### config.mk
export PLATFORM = sky130hd
export DESIGN_NAME = serial_cfg_port
export DESIGN_NICKNAME = d
export VERILOG_FILES = /design/src/rtl/two_entry_buf.v /design/src/rtl/serial_cfg_port.v
export VERILOG_INCLUDE_DIRS = /design/src /design/src/rtl
export SDC_FILE = /design/constraint.sdc
export NUM_CORES = 1
export LEC_CHECK = 0
export ABC_CLOCK_PERIOD_IN_PS = 9250
export BUFFER_PORTS_ARGS = -buffer_cell sky130_fd_sc_hd__buf_4
export CAP_MARGIN = 40
export CORE_MARGIN = 1.5
export CORE_UTILIZATION = 38
export DETAILED_ROUTE_END_ITERATION = 7
export HOLD_SLACK_MARGIN = 0.06
export PLACE_DENSITY_LB_ADDON = 0.25
export REMOVE_ABC_BUFFERS = 1
export SLEW_MARGIN = 15
export SYNTH_ARGS = -nofsm -noshare
export SYNTH_HDL_FRONTEND = slang
export SYNTH_HIERARCHICAL = 1
export SYNTH_SLANG_ARGS = --single-unit
### constraint.sdc
create_clock -name clk -period 9.25 [get_ports clk]
set_input_delay 1.85 -clock clk [delete_from_list [all_inputs] [get_ports clk]]
set_output_delay 1.85 -clock clk [all_outputs]
set_load 0.05 [all_outputs]
### src/rtl/cfg_port_regs.vh
`ifndef CFG_PORT_REGS_VH
`define CFG_PORT_REGS_VH

// ----------------------------------------------------------------
// Configuration array geometry
// ----------------------------------------------------------------
`define ROWS 16
`define ROW_W 32
`define ROW_ZERO 32'h0000_0000
`define ADDR_ZERO 16'h0000
`define ID_W 8
`define ID_ZERO 8'h00

// ----------------------------------------------------------------
// Serial commands, latched from the command shifter
// ----------------------------------------------------------------
`define CMD_W 3
`define CMD_NOP 3'h0
`define CMD_ADDR_SHIFT 3'h1
`define CMD_DATA_SHIFT 3'h2
`define CMD_PROGRAM 3'h3
`define CMD_VERIFY 3'h4
`define CMD_READ_ID 3'h5
`define CMD_ERASE 3'h6

// ----------------------------------------------------------------
// Pin synchroniser bit positions
// ----------------------------------------------------------------
`define SYNC_W 6
`define SY_ENABLE_N 0
`define SY_SDI 1
`define SY_MODE 2
`define SY_SDO_PIN 3
`define SY_SCLK 4
`define SY_GOE 5
`define SYNC_IDLE 6'h01 // Enable pin idles high, others low

// ----------------------------------------------------------------
// Fields of the stored configuration that steer the array side
// ----------------------------------------------------------------
`define ROW_LB_ROUTE 0
`define ROW_IO_ROUTE 1
`define ROW_GOE_CFG 2
`define GOE_MODE_BIT 0
`define LB_COUNT 16
`define IO_COUNT 32

// ----------------------------------------------------------------
// Cell write timing
// ----------------------------------------------------------------
`define CLK_PERIOD_NS 10
`define PROG_PULSE_NS 200
`define PROG_PULSE_CYC ((`PROG_PULSE_NS + `CLK_PERIOD_NS - 1) / `CLK_PERIOD_NS)
`define CNT_W 8
`define CNT_ZERO 8'h00
`define CNT_ONE 8'h01

`endif

### src/rtl/two_entry_buf.v
`timescale 1ns/10ps
`default_nettype none

module two_entry_buf #(
  parameter WIDTH = 49
) (
  input wire clk, // System clock
  input wire rst, // Async reset, active high
  input wire in_valid, // Producer offers a word
  output wire in_ready, // Buffer has room
  input wire [WIDTH-1:0] in_data, // Word offered
  output wire out_valid, // Oldest word present
  input wire out_ready, // Consumer takes the word
  output wire [WIDTH-1:0] out_data // Oldest word
);

  // ----------------------------------------------------------------
  // Storage and pointers
  // ----------------------------------------------------------------
  reg [WIDTH-1:0] slot_q [0:1];
  reg wr_ptr_q;
  reg rd_ptr_q;
  reg [1:0] count_q;
  wire push_w;
  wire pop_w;

  // Handshakes; full stalls the producer
  assign in_ready = (count_q != 2'h2);
  assign out_valid = (count_q != 2'h0);
  assign out_data = slot_q[rd_ptr_q];
  assign push_w = in_valid && in_ready;
  assign pop_w = out_valid && out_ready;

  // Data slots, no reset needed
  always @(posedge clk) begin
    if (push_w) begin
      slot_q[wr_ptr_q] <= in_data;
    end
  end

  // Pointer and occupancy update
  always @(posedge clk or posedge rst) begin
    if (rst) begin
      wr_ptr_q <= 1'b0;
      rd_ptr_q <= 1'b0;
      count_q <= 2'h0;
    end else begin
      if (push_w) begin
        wr_ptr_q <= ~wr_ptr_q;
      end
      if (pop_w) begin
        rd_ptr_q <= ~rd_ptr_q;
      end
      if (push_w && !pop_w) begin
        count_q <= count_q + 2'h1;
      end else if (pop_w && !push_w) begin
        count_q <= count_q - 2'h1;
      end
    end
  end

endmodule

`default_nettype wire

### src/rtl/serial_cfg_port.v
// Functional notes
// RQ1: The programming link is five logic-level pins: enable, data in, data out, shift clock and mode.
// RQ2: An on-chip state machine sequences all programming, driven only by those serial pins.
// RQ3: Pulling the enable low enters programming mode and turns on the mode, data and clock functions.
// RQ4: With the enable high, data-in, data-out and mode pins are only plain dedicated array inputs.
// RQ5: In programming mode, data in is shifted into the device on the shift clock.
// RQ6: Data in together with mode steer the state machine, both driven by the programmer.
// RQ7: In programming mode the mode pin directs the state machine.
// RQ8: In programming mode the device drives data out with the shift register contents; the code drives a ready flag in the command state and zero in idle.
// RQ9: In programming mode the shift clock clocks the shift register, supplied by the programmer.
// RQ10: With the enable high the shift clock pin is a dedicated clock into the clock network.
// RQ11: That clock can be routed by option to any logic block and any I/O cell.
// RQ12: A one in a row's address bit enables that row for programming or verify; a zero excludes it.
// RQ13: A read-ID command yields an eight-bit identifier for the programmer to shift out.
// RQ14: Programmed cells keep their pattern through power loss with no reload.
// RQ15: The global-enable pin acts by configuration as global output enable or as a logic input.
// RQ16: The programmer holds the enable low for the whole sequence and releases it afterwards.
`timescale 1ns/10ps
`default_nettype none
`include "cfg_port_regs.vh"

module serial_cfg_port #(
  parameter [7:0] DEVICE_ID = 8'h5a // Arbitrary identifier value
) (
  input wire clk, // System clock
  input wire rst, // Async reset, active high
  input wire prog_enable_n, // Programming enable pin, low active
  input wire serial_prog_in, // Serial data in pin
  input wire mode_in, // Mode control pin
  input wire serial_prog_out_i, // Data out pin, input side
  output reg serial_prog_out_o, // Data out pin, driven value
  output reg serial_prog_out_oe, // Data out pin, drive enable
  input wire clock_input_two, // Shift clock pin
  input wire goe_in, // Global enable / input pin
  output reg [2:0] array_in_q, // Dedicated inputs to the array
  output reg clock_net_q, // Clock into distribution network
  output reg [`LB_COUNT-1:0] lb_clock_q, // Clock per logic block
  output reg [`IO_COUNT-1:0] io_clock_q, // Clock per I/O cell
  output reg global_oe_q, // Global output enable
  output reg goe_array_in_q, // Global pin as logic input
  output reg prog_mode_q // Programming mode active
);

  // ----------------------------------------------------------------
  // Declarations
  // ----------------------------------------------------------------
  localparam [1:0] ST_IDLE = 2'b00;
  localparam [1:0] ST_SHIFT_CMD = 2'b01;
  localparam [1:0] ST_EXEC = 2'b10;
  localparam BUF_W = 1 + `ROWS + `ROW_W;
  localparam [31:0] PULSE_CYC = `PROG_PULSE_CYC;

  reg [`SYNC_W-1:0] sync1_q;
  reg [`SYNC_W-1:0] sync2_q;
  reg sclk_prev_q;
  reg [1:0] state_q;
  reg [`CMD_W-1:0] cmd_sr_q;
  reg [`CMD_W-1:0] cmd_q;
  reg [`ROWS-1:0] addr_sr_q;
  reg [`ROW_W-1:0] data_sr_q;
  reg [`ID_W-1:0] id_sr_q;
  reg pend_q;
  reg [BUF_W-1:0] pend_word_q;
  reg [`CNT_W-1:0] wr_cnt_q;
  reg [BUF_W-1:0] wr_word_q;
  reg [`ROW_W-1:0] rd_word_d;
  reg rd_found_d;
  reg sdo_d;
  integer i;

  wire en_prog_w;
  wire sdi_w;
  wire mode_w;
  wire sclk_w;
  wire rise_w;
  wire buf_in_ready;
  wire buf_out_valid;
  wire [BUF_W-1:0] buf_out_data;
  wire writer_ready_w;
  wire commit_w;
  wire [`ROWS*`ROW_W-1:0] rows_flat_w;
  wire [`ROW_W-1:0] lb_row_w;
  wire [`ROW_W-1:0] io_row_w;
  wire [`ROW_W-1:0] goe_row_w;

  // ----------------------------------------------------------------
  // Pin synchronisers
  // ----------------------------------------------------------------
  // RQ1: five link pins
  // Every pin is asynchronous; two stages before any use
  always @(posedge clk or posedge rst) begin
    if (rst) begin
      sync1_q <= `SYNC_IDLE; // Else enable looks low after reset
      sync2_q <= `SYNC_IDLE;
    end else begin
      sync1_q <= {goe_in, clock_input_two, serial_prog_out_i,
                  mode_in, serial_prog_in, prog_enable_n};
      sync2_q <= sync1_q;
    end
  end

  // RQ3: low enable enters
  assign en_prog_w = ~sync2_q[`SY_ENABLE_N];
  assign sdi_w = sync2_q[`SY_SDI];
  assign mode_w = sync2_q[`SY_MODE];
  assign sclk_w = sync2_q[`SY_SCLK];

  // Shift clock edge finder; clock is far slower than clk
  always @(posedge clk or posedge rst) begin
    if (rst) begin
      sclk_prev_q <= 1'b0;
    end else begin
      sclk_prev_q <= sclk_w;
    end
  end

  // RQ9: shift on rising edge
  assign rise_w = sclk_w && !sclk_prev_q && en_prog_w;

  // ----------------------------------------------------------------
  // Programming state machine
  // ----------------------------------------------------------------
  // RQ2: serial-driven sequencer
  // Leaving programming mode aborts to idle; a queued write still ends
  always @(posedge clk or posedge rst) begin
    if (rst) begin
      state_q <= ST_IDLE;
      cmd_sr_q <= `CMD_NOP;
      cmd_q <= `CMD_NOP;
      addr_sr_q <= `ADDR_ZERO;
      data_sr_q <= `ROW_ZERO;
      id_sr_q <= `ID_ZERO;
      pend_q <= 1'b0;
      pend_word_q <= {BUF_W{1'b0}};
    end else begin
      if (pend_q && buf_in_ready) begin
        pend_q <= 1'b0;
      end
      if (!en_prog_w) begin
        state_q <= ST_IDLE;
      end else if (rise_w) begin
        // RQ6: data in plus mode
        case (state_q)
          ST_IDLE: begin
            if (mode_w && sdi_w) begin
              state_q <= ST_SHIFT_CMD;
            end
          end
          ST_SHIFT_CMD: begin
            // RQ7: mode selects action
            if (!mode_w) begin
              cmd_sr_q <= {cmd_sr_q[`CMD_W-2:0], sdi_w};
            end else if (!sdi_w) begin
              cmd_q <= cmd_sr_q;
              state_q <= ST_EXEC;
              // RQ13: load identifier
              if (cmd_sr_q == `CMD_READ_ID) begin
                id_sr_q <= DEVICE_ID;
              end
            end else begin
              state_q <= ST_IDLE;
            end
          end
          ST_EXEC: begin
            if (!mode_w) begin
              // RQ5: shift data in
              case (cmd_q)
                `CMD_ADDR_SHIFT: begin
                  addr_sr_q <= {addr_sr_q[`ROWS-2:0], sdi_w};
                end
                `CMD_DATA_SHIFT, `CMD_VERIFY: begin
                  data_sr_q <= {data_sr_q[`ROW_W-2:0], sdi_w};
                end
                `CMD_READ_ID: begin
                  id_sr_q <= {id_sr_q[`ID_W-2:0], sdi_w};
                end
                default: begin
                  cmd_sr_q <= cmd_sr_q;
                end
              endcase
            end else begin
              state_q <= ST_SHIFT_CMD;
              case (cmd_q)
                `CMD_PROGRAM, `CMD_ERASE: begin
                  // Queued; cannot stall the programmer directly
                  pend_q <= 1'b1;
                  pend_word_q <= {cmd_q == `CMD_ERASE, addr_sr_q,
                                  data_sr_q};
                end
                `CMD_VERIFY: begin
                  data_sr_q <= rd_word_d;
                end
                default: begin
                  cmd_sr_q <= cmd_sr_q;
                end
              endcase
            end
          end
          default: begin
            state_q <= ST_IDLE;
          end
        endcase
      end
    end
  end

  // ----------------------------------------------------------------
  // Write buffer and cell writer
  // ----------------------------------------------------------------
  // Full buffer holds the request pending, seen as busy on data out
  two_entry_buf #(
    .WIDTH(BUF_W)
  ) u_wbuf (
    .clk(clk),
    .rst(rst),
    .in_valid(pend_q),
    .in_ready(buf_in_ready),
    .in_data(pend_word_q),
    .out_valid(buf_out_valid),
    .out_ready(writer_ready_w),
    .out_data(buf_out_data)
  );

  assign writer_ready_w = (wr_cnt_q == `CNT_ZERO);
  assign commit_w = (wr_cnt_q == `CNT_ONE);

  // Each write holds the cells for the full pulse time
  always @(posedge clk or posedge rst) begin
    if (rst) begin
      wr_cnt_q <= `CNT_ZERO;
      wr_word_q <= {BUF_W{1'b0}};
    end else if (buf_out_valid && writer_ready_w) begin
      wr_cnt_q <= PULSE_CYC[`CNT_W-1:0];
      wr_word_q <= buf_out_data;
    end else if (!writer_ready_w) begin
      wr_cnt_q <= wr_cnt_q - `CNT_ONE;
    end
  end

  // ----------------------------------------------------------------
  // Non-volatile rows
  // ----------------------------------------------------------------
  genvar r;
  generate
    for (r = 0; r < `ROWS; r = r + 1) begin : g_row
      reg [`ROW_W-1:0] cell_q;
      // RQ14: cells never reset
      // RQ12: address bit enables row
      always @(posedge clk) begin
        if (commit_w && wr_word_q[`ROW_W + r]) begin
          cell_q <= wr_word_q[BUF_W-1] ? `ROW_ZERO
                                       : wr_word_q[`ROW_W-1:0];
        end
      end
      assign rows_flat_w[r*`ROW_W +: `ROW_W] = cell_q;
    end
  endgenerate

  // RQ12: verify reads lowest enabled row
  always @* begin
    rd_word_d = `ROW_ZERO;
    rd_found_d = 1'b0;
    for (i = 0; i < `ROWS; i = i + 1) begin
      if (addr_sr_q[i] && !rd_found_d) begin
        rd_word_d = rows_flat_w[i*`ROW_W +: `ROW_W];
        rd_found_d = 1'b1;
      end
    end
  end

  // ----------------------------------------------------------------
  // Serial data out
  // ----------------------------------------------------------------
  // RQ8: shift register on data out
  always @* begin
    sdo_d = 1'b0;
    if (state_q == ST_EXEC) begin
      case (cmd_q)
        `CMD_ADDR_SHIFT: sdo_d = addr_sr_q[`ROWS-1];
        `CMD_DATA_SHIFT, `CMD_VERIFY: sdo_d = data_sr_q[`ROW_W-1];
        `CMD_READ_ID: sdo_d = id_sr_q[`ID_W-1];
        default: sdo_d = 1'b0;
      endcase
    end else if (state_q == ST_SHIFT_CMD) begin
      // Ready flag lets the programmer poll for write completion
      sdo_d = !pend_q && !buf_out_valid && writer_ready_w;
    end
  end

  // ----------------------------------------------------------------
  // Pin roles and clock routing
  // ----------------------------------------------------------------
  assign lb_row_w = rows_flat_w[`ROW_LB_ROUTE*`ROW_W +: `ROW_W];
  assign io_row_w = rows_flat_w[`ROW_IO_ROUTE*`ROW_W +: `ROW_W];
  assign goe_row_w = rows_flat_w[`ROW_GOE_CFG*`ROW_W +: `ROW_W];

  always @(posedge clk or posedge rst) begin
    if (rst) begin
      serial_prog_out_o <= 1'b0;
      serial_prog_out_oe <= 1'b0;
      array_in_q <= 3'h0;
      clock_net_q <= 1'b0;
      lb_clock_q <= {`LB_COUNT{1'b0}};
      io_clock_q <= {`IO_COUNT{1'b0}};
      global_oe_q <= 1'b0;
      goe_array_in_q <= 1'b0;
      prog_mode_q <= 1'b0;
    end else begin
      prog_mode_q <= en_prog_w;
      // RQ3: drive data out in mode
      serial_prog_out_oe <= en_prog_w;
      serial_prog_out_o <= en_prog_w & sdo_d;
      // RQ4: plain inputs when enable high
      array_in_q <= en_prog_w ? 3'h0
                    : {mode_w, sync2_q[`SY_SDO_PIN], sdi_w};
      // RQ10: clock network when enable high
      clock_net_q <= !en_prog_w && sclk_w;
      // RQ11: per-target clock option
      lb_clock_q <= (!en_prog_w && sclk_w) ?
                    lb_row_w[`LB_COUNT-1:0] : {`LB_COUNT{1'b0}};
      io_clock_q <= (!en_prog_w && sclk_w) ?
                    io_row_w[`IO_COUNT-1:0] : {`IO_COUNT{1'b0}};
      // RQ15: global pin role
      if (goe_row_w[`GOE_MODE_BIT]) begin
        global_oe_q <= sync2_q[`SY_GOE];
        goe_array_in_q <= 1'b0;
      end else begin
        global_oe_q <= 1'b1;
        goe_array_in_q <= sync2_q[`SY_GOE];
      end
    end
  end

endmodule

`default_nettype wire

### Word-level counts from Yosys, hierarchy flattened

Memories as Yosys holds them, arrays and structs flattened. A register that Yosys moved wholly into a read port is not among the register bits.
Cells that the tools add are included.

* bits in writable memories: 98
* memories kept: 1
* bits in read-only memories: 0
* word-level logic and storage cells: 215
* register bits after elaboration: 707
* latch bits: 0
* output and inout bits: 57

Memories
* u_wbuf.slot_q: depth 2, width 49, read ports 1, clocked after memory_dff 1, write ports 1, line two_entry_buf.v:20 `reg [WIDTH-1:0] slot_q [0:1];`

* add/sub/neg operators: 3
* multiply operators: 0
* eq/ne operators: 21
* shift-type cells: 0
* mux-type cells: 68
* divide/modulo/power cells: 0
* order comparisons: 0
* reduce and logical (&&, ||, !) cells: 77
* bitwise logic cells: 6

Operators with widths (number)
* 32-bit 2-to-1 mux: 21
* 8-bit 2-to-1 mux: 7
* 1-bit logical AND: 41
* 1-bit 2-to-1 mux: 27
* 1-bit zero test: 20
* 5-bit AND reduction: 4
* 16-bit 2-to-1 mux: 1
* 2-bit 2-to-1 mux: 8
* 8-bit case mux with 2 select lines: 1
* 3-bit == test, second input constant: 4
* 2-bit inequality test, second input constant: 6
* 2-bit nonzero test: 5
* 3-bit inequality test, second input constant: 3
* 8-bit by 1-bit == test with 1-bit output, second input constant: 1
* 8-bit zero test: 1
* 4-bit AND reduction: 2
* 8-bit AND reduction: 1
* 8-bit by 1-bit subtractor with 8-bit output, second input constant: 1
* 3-bit by 2-bit == test with 1-bit output, second input constant: 2
* 2-bit case mux with 3 select lines: 1
* 1-bit inverter: 5
* 2-bit by 1-bit inequality test with 1-bit output, second input constant: 2
* 2-bit OR reduction: 2
* 3-bit by 1-bit == test with 1-bit output, second input constant: 1
* other kinds (8): 8

### Depth between registers and ports, before layout

* depth in word-level cells: 48
* depth in mapped cells: 10
* mapped depth without buffers: 9

### By module

The synthesis kept the hierarchy.

By module, submodules not included
* serial_cfg_port: area each 29047.9 um2, times used 1, cells each 1915
* two_entry_buf: area each 3987.6 um2, times used 1, cells each 172

### Least setup slack after synthesis

OpenSTA, ideal clock, no wires.

* path kind: register -> register
* start: register u_wbuf.count_q[0]
* end: memory u_wbuf.slot_q[0][0] (enable)
* cell stages (with the launch flop): 4
* data arrival time: 2681 ps
* library setup time: 456 ps
* setup slack: 6113 ps
* path buffers: 0
* clock period less this slack: 3137 ps
* cell sequence: dfrtp_1 > nand2b_1 > nand2_1 > nor2_1

* cells in the longest elaborated chain, start to end: 4

Ends and longest elaborated chain
* from (decl): line two_entry_buf.v:23 `reg [1:0] count_q;`
* from (signal assigned): line two_entry_buf.v:55 `count_q <= count_q + 2'h1;`
* from (signal assigned): line two_entry_buf.v:57 `count_q <= count_q - 2'h1;`
* 2-bit inequality test: line two_entry_buf.v:28 `assign in_ready = (count_q != 2'h2);`
* net buf_in_ready: line serial_cfg_port.v:76 `wire buf_in_ready;`
* 1-bit logical AND: line two_entry_buf.v:31 `assign push_w = in_valid && in_ready;`
* 1-bit 2-to-1 mux: line two_entry_buf.v:36 `if (push_w) begin`
* 1-bit 2-to-1 mux (implied by the code): line two_entry_buf.v:37 `slot_q[wr_ptr_q] <= in_data;`
* to (decl): line two_entry_buf.v:20

The timed path passes the listed nets, and every way through them passes these cells.

### Worst setup path in the final report

* start: register addr_sr_q[7]
* end: register data_sr_q[24]

* cells in the longest elaborated chain, start to end: 28
* elaborated cells between the ends (all ways): 36
* classes of those cells: mux (19); reduce/logical (17)

Ends and longest elaborated chain
* from (decl): line serial_cfg_port.v:59 `` reg [`ROWS-1:0] addr_sr_q; ``
* from (signal assigned): line serial_cfg_port.v:130 `` addr_sr_q <= `ADDR_ZERO; ``
* from (signal assigned): line serial_cfg_port.v:169 `` addr_sr_q <= {addr_sr_q[`ROWS-2:0], sdi_w}; ``
* 1-bit logical AND (*): line serial_cfg_port.v:264 `if (addr_sr_q[i] && !rd_found_d) begin`
* 1-bit 2-to-1 mux: line serial_cfg_port.v:264
* 1-bit zero test: line serial_cfg_port.v:264
* 1-bit logical AND: line serial_cfg_port.v:264
* 1-bit 2-to-1 mux: line serial_cfg_port.v:264
* 1-bit zero test: line serial_cfg_port.v:264
* 1-bit logical AND: line serial_cfg_port.v:264
* 1-bit 2-to-1 mux: line serial_cfg_port.v:264
* [... 12 more ...]
* 1-bit zero test: line serial_cfg_port.v:264
* 1-bit logical AND: line serial_cfg_port.v:264
* 1-bit 2-to-1 mux: line serial_cfg_port.v:264
* 1-bit zero test: line serial_cfg_port.v:264
* 1-bit logical AND: line serial_cfg_port.v:264
* 32-bit 2-to-1 mux (*): line serial_cfg_port.v:264
* 32-bit 2-to-1 mux (*): line serial_cfg_port.v:183 `case (cmd_q)`
* 32-bit 2-to-1 mux (*): line serial_cfg_port.v:165 `if (!mode_w) begin`
* to (signal assigned): line serial_cfg_port.v:131 `` data_sr_q <= `ROW_ZERO; ``
* to (signal assigned): line serial_cfg_port.v:172 `` data_sr_q <= {data_sr_q[`ROW_W-2:0], sdi_w}; ``
* to (signal assigned): line serial_cfg_port.v:191 `data_sr_q <= rd_word_d;`
* to (decl): line serial_cfg_port.v:60 `` reg [`ROW_W-1:0] data_sr_q; ``

Every way passes the cells marked *; elsewhere a longest branch is shown, timed or not. The select of a mux whose other input is x is not followed.
A chain may end at the register's enable or synchronous reset.

==> impl_metrics.env <==
export IMPL_io_buffers=64
export IMPL_start_util_pct=38.56
export IMPL_clkLatencyLatePin_ns=0.65
export IMPL_syn_area_per_cell_um2=15.83
export IMPL_ys_ff_latch=854
export IMPL_slew_violations=0
export IMPL_rows=107
export IMPL_layoutNonFillerInstCount=3420
export IMPL_rr_worst_depth=7
export IMPL_synth_cells=2087
export IMPL_p_leak_nw=15.62
export IMPL_worst_pin_slew_ns=0.9315
export IMPL_grt_pass1_wl_um=126800
export IMPL_drt_antenna_violating_nets=0
export IMPL_grt_pass1_vias=19550
export IMPL_power_total_w=0.008639
export IMPL_drive_above_1_share_pct=22.10
export IMPL_rsz0062_at_grt="no"
export IMPL_synth_top_area_cell="edfxtp_1"
export IMPL_crit_required_ns=9.80
export IMPL_pwr_share_seq_pct=51.4
export IMPL_fmax_mhz=257.6
export IMPL_cts_resized=0
export IMPL_wl_um=84570
export IMPL_nets=2213
export IMPL_synth_area_leaders="edfxtp_1 55%, dfrtp_1 18%, mux2_2 4.0%, mux2_4 2.2%, a22oi_1 1.9%"
export IMPL_layout_min_cycle_time_ns=3.882
export IMPL_path_clk_slew_ns=0.06
export IMPL_tns_ns=0
export IMPL_overflow=0
export IMPL_cts_setup_buffers=0
export IMPL_cp_max_fo=24
export IMPL_power_density_nw_per_um2=225.8
export IMPL_dieArea_um2=88710
export IMPL_core_region_area_um2=85680
export IMPL_hp_class="flip-flop to flip-flop"
export IMPL_synth_edf_count=610
export IMPL_ys_warn_count=6
export IMPL_setup_viol=0
export IMPL_routed_via_density=5.539
export IMPL_critPathSlowestCell="nor4_1"
export IMPL_syn_to_final_growth_pct=15.81
export IMPL_die_w_um=297.9
export IMPL_synthDistinctLibCells=82
export IMPL_max_slew_margin_pct=37.33
export IMPL_clock_sinks=854
export IMPL_track_usage_pct=19.01
export IMPL_switching_share_pct=23.28
export IMPL_wl_per_cell_um=24.73
export IMPL_dr_total_vias=18940
export IMPL_synth_area_um2=33040
export IMPL_antenna_cells=0
export IMPL_firstDrtPassIters=6
export IMPL_fin_ws_ns=5.368
export IMPL_setup_worst_path_start_class="flip-flop"
export IMPL_worstHoldPathCells=0
export IMPL_cp_end_kind="flip-flop"
export IMPL_route_detailed_drc=0
export IMPL_arrival_ns=4.43
export IMPL_ys_flop_type="edfxtp_1"
export IMPL_skew_ns=0.02223
export IMPL_cts_htree_levels=3
export IMPL_finalCritPeriodShare_pct=41.97
export IMPL_place_gp_congestion=0.8814
export IMPL_cts_made_buffers=87
export IMPL_r2r_end="data_sr_q[24]"
export IMPL_cts_tree="yes"
export IMPL_crit_chain="nor4_1 > nand3_1 > nor2_1 > buf_4 > a221o_1 > o211ai_1 > o211ai_1"
export IMPL_cp_common_cell="o211ai_1"
export IMPL_place_hpwl_um=53840
export IMPL_ir_drop_mv=0.1813
export IMPL_synth_seq_area_share_pct=73.94
export IMPL_rr_startpoint="addr_sr_q[7]"
export IMPL_drv_cap=0
export IMPL_hold_end="sync2_q[4]"
export IMPL_slowest_delay_ns=0.87
export IMPL_io_pins=65
export IMPL_grt_max_degree=106
export IMPL_postSynth_asyncResetShare_pct=28.57
export IMPL_final_cell_mix="610 x edfxtp_1, 237 x dfrtp_1, 132 x buf_4, 125 x nand2_1, 118 x mux2_2"
export IMPL_synth_top_area_share_pct=55.45
export IMPL_ctsHoldBuffers=0
export IMPL_antenna_found_initial=0
export IMPL_rrSetupSlack_ns=5.37
export IMPL_p_switching_w=0.002011
export IMPL_critPathKind="flip-flop to flip-flop"
export IMPL_combPwrFrac_pct=8.4
export IMPL_p_clk_share_pct=40.2
export IMPL_p_int_w=0.006628
export IMPL_root_buffer="clkbuf_16"
export IMPL_outcome="finished, final reports clean"
export IMPL_dp_cells=3251
export IMPL_cts_buffer_depth=3
export IMPL_hold_viol_final=0
export IMPL_drt_iter0_drc=1680
export IMPL_post_place_ws_ns=5.396
export IMPL_final_common_cell="edfxtp_1"
export IMPL_hold_start="sync1_q[4]"
export IMPL_die_y_um=297.9
cell usage after synthesis, types with 17 or more instances:
library cell,count
nand2_1,126
nor2_1,60
a222oi_1,19
a221o_1,24
mux2_4,49
and3_1,85
a221oi_1,23
nor3_1,19
and2_1,21
inv_1,17
dfrtp_1,242
edfxtp_1,610
a22oi_1,84
o21ai_0,82
mux2_2,118
clkbuf_1,97
a21oi_1,54
nor2b_1,46
o211ai_1,27
o22ai_1,23
through the flow:
step | area [µm²] | hold slack, ns | util, %
3_3_place_gp | 34920 | 0.3333 | 40.76
3_5_place_dp | 35300 | 0.3357 | 41.20
2_1_floorplan | 32410 | 0.3312 | -
4_1_cts | 38130 | 0.3517 | 44.50
6_report | 38260 | 0.3497 | 44.65
5_1_grt | 38260 | 0.3622 | 44.65
worst max-delay path, delay by kind of cell (launching register included):
family	cells	cell delay [ns]
simple gates	3	2.35
flops	1	0.68
compound gates	3	0.39
buf+inv	1	0.35
power by group through the flow:
stage | Combinational (W) | Clock [W] | Sequential [W]
CTS | 0.000747 | 0.00354 | 0.00444
finish | 0.000728 | 0.00347 | 0.00444
global placement | 0.000668 | 0 | 0.00453
detailed placement | 0.000745 | 0 | 0.00451
global route | 0.000808 | 0.00369 | 0.00445
floorplan | 0.000370 | 0 | 0.00451
layer usage:
layer | wire length, µm | vias to the layer above | global-route usage [%] | share of wire, %
li1 | - | 8365 | - | -
met1 | 34280 | 9851 | 24.32 | 41
met2 | 42150 | 574 | 31.90 | 50
met3 | 4803 | 153 | 3.201 | 5.7
met4 | 3339 | 0 | 8.243 | 3.9
met5 | 0 | - | 0 | 0
state kept, by name, indices dropped and copies added, names as in the netlist, 2 cells and up:
name,flops
u_wbuf/count_q,2
id_sr_q,8
sync1_q,6
wr_word_q,49
sync2_q,6
state_q,2
cmd_sr_q,3
wr_cnt_q,8
lb_clock_q,16
io_clock_q,32
g_row.cell_q,512
cmd_q,3
array_in_q,3
data_sr_q,32
pend_word_q,49
addr_sr_q,16
u_wbuf/slot_q,98
final cells by class:
cell class	count	area [µm²]
fillers	7557	47420
flip-flops and latches	854	24430
multi-input cells	1083	8009
clock buffers	126	2446
repair buffers	159	1480
well taps	1144	1431
clock inverters	37	386.6
inverters	17	71.32
logic make-up (layout without fill, tap and decap cells):
family	Yosys count	in the layout	synth area share (%)
flip-flops	854	854	73.94
buffers and inverters	150	339	2.083
AO/OA/AOI/OAI	447	447	9.726
XOR/XNOR	10	10	0.2651
AND/OR/NAND/NOR	452	452	7.503
multiplexers	171	171	6.370
adder cells (fa/ha/maj)	3	3	0.1136
worst max path at each step:
stage | end | start
global placement | data_sr_q[9] | addr_sr_q[7]
CTS | data_sr_q[9] | addr_sr_q[7]
global route | data_sr_q[3] | addr_sr_q[7]
floorplan | addr_sr_q[0] | rst
detailed placement | data_sr_q[9] | addr_sr_q[7]
finish | data_sr_q[24] | addr_sr_q[7]
Power figures use the tool's default switching activity.
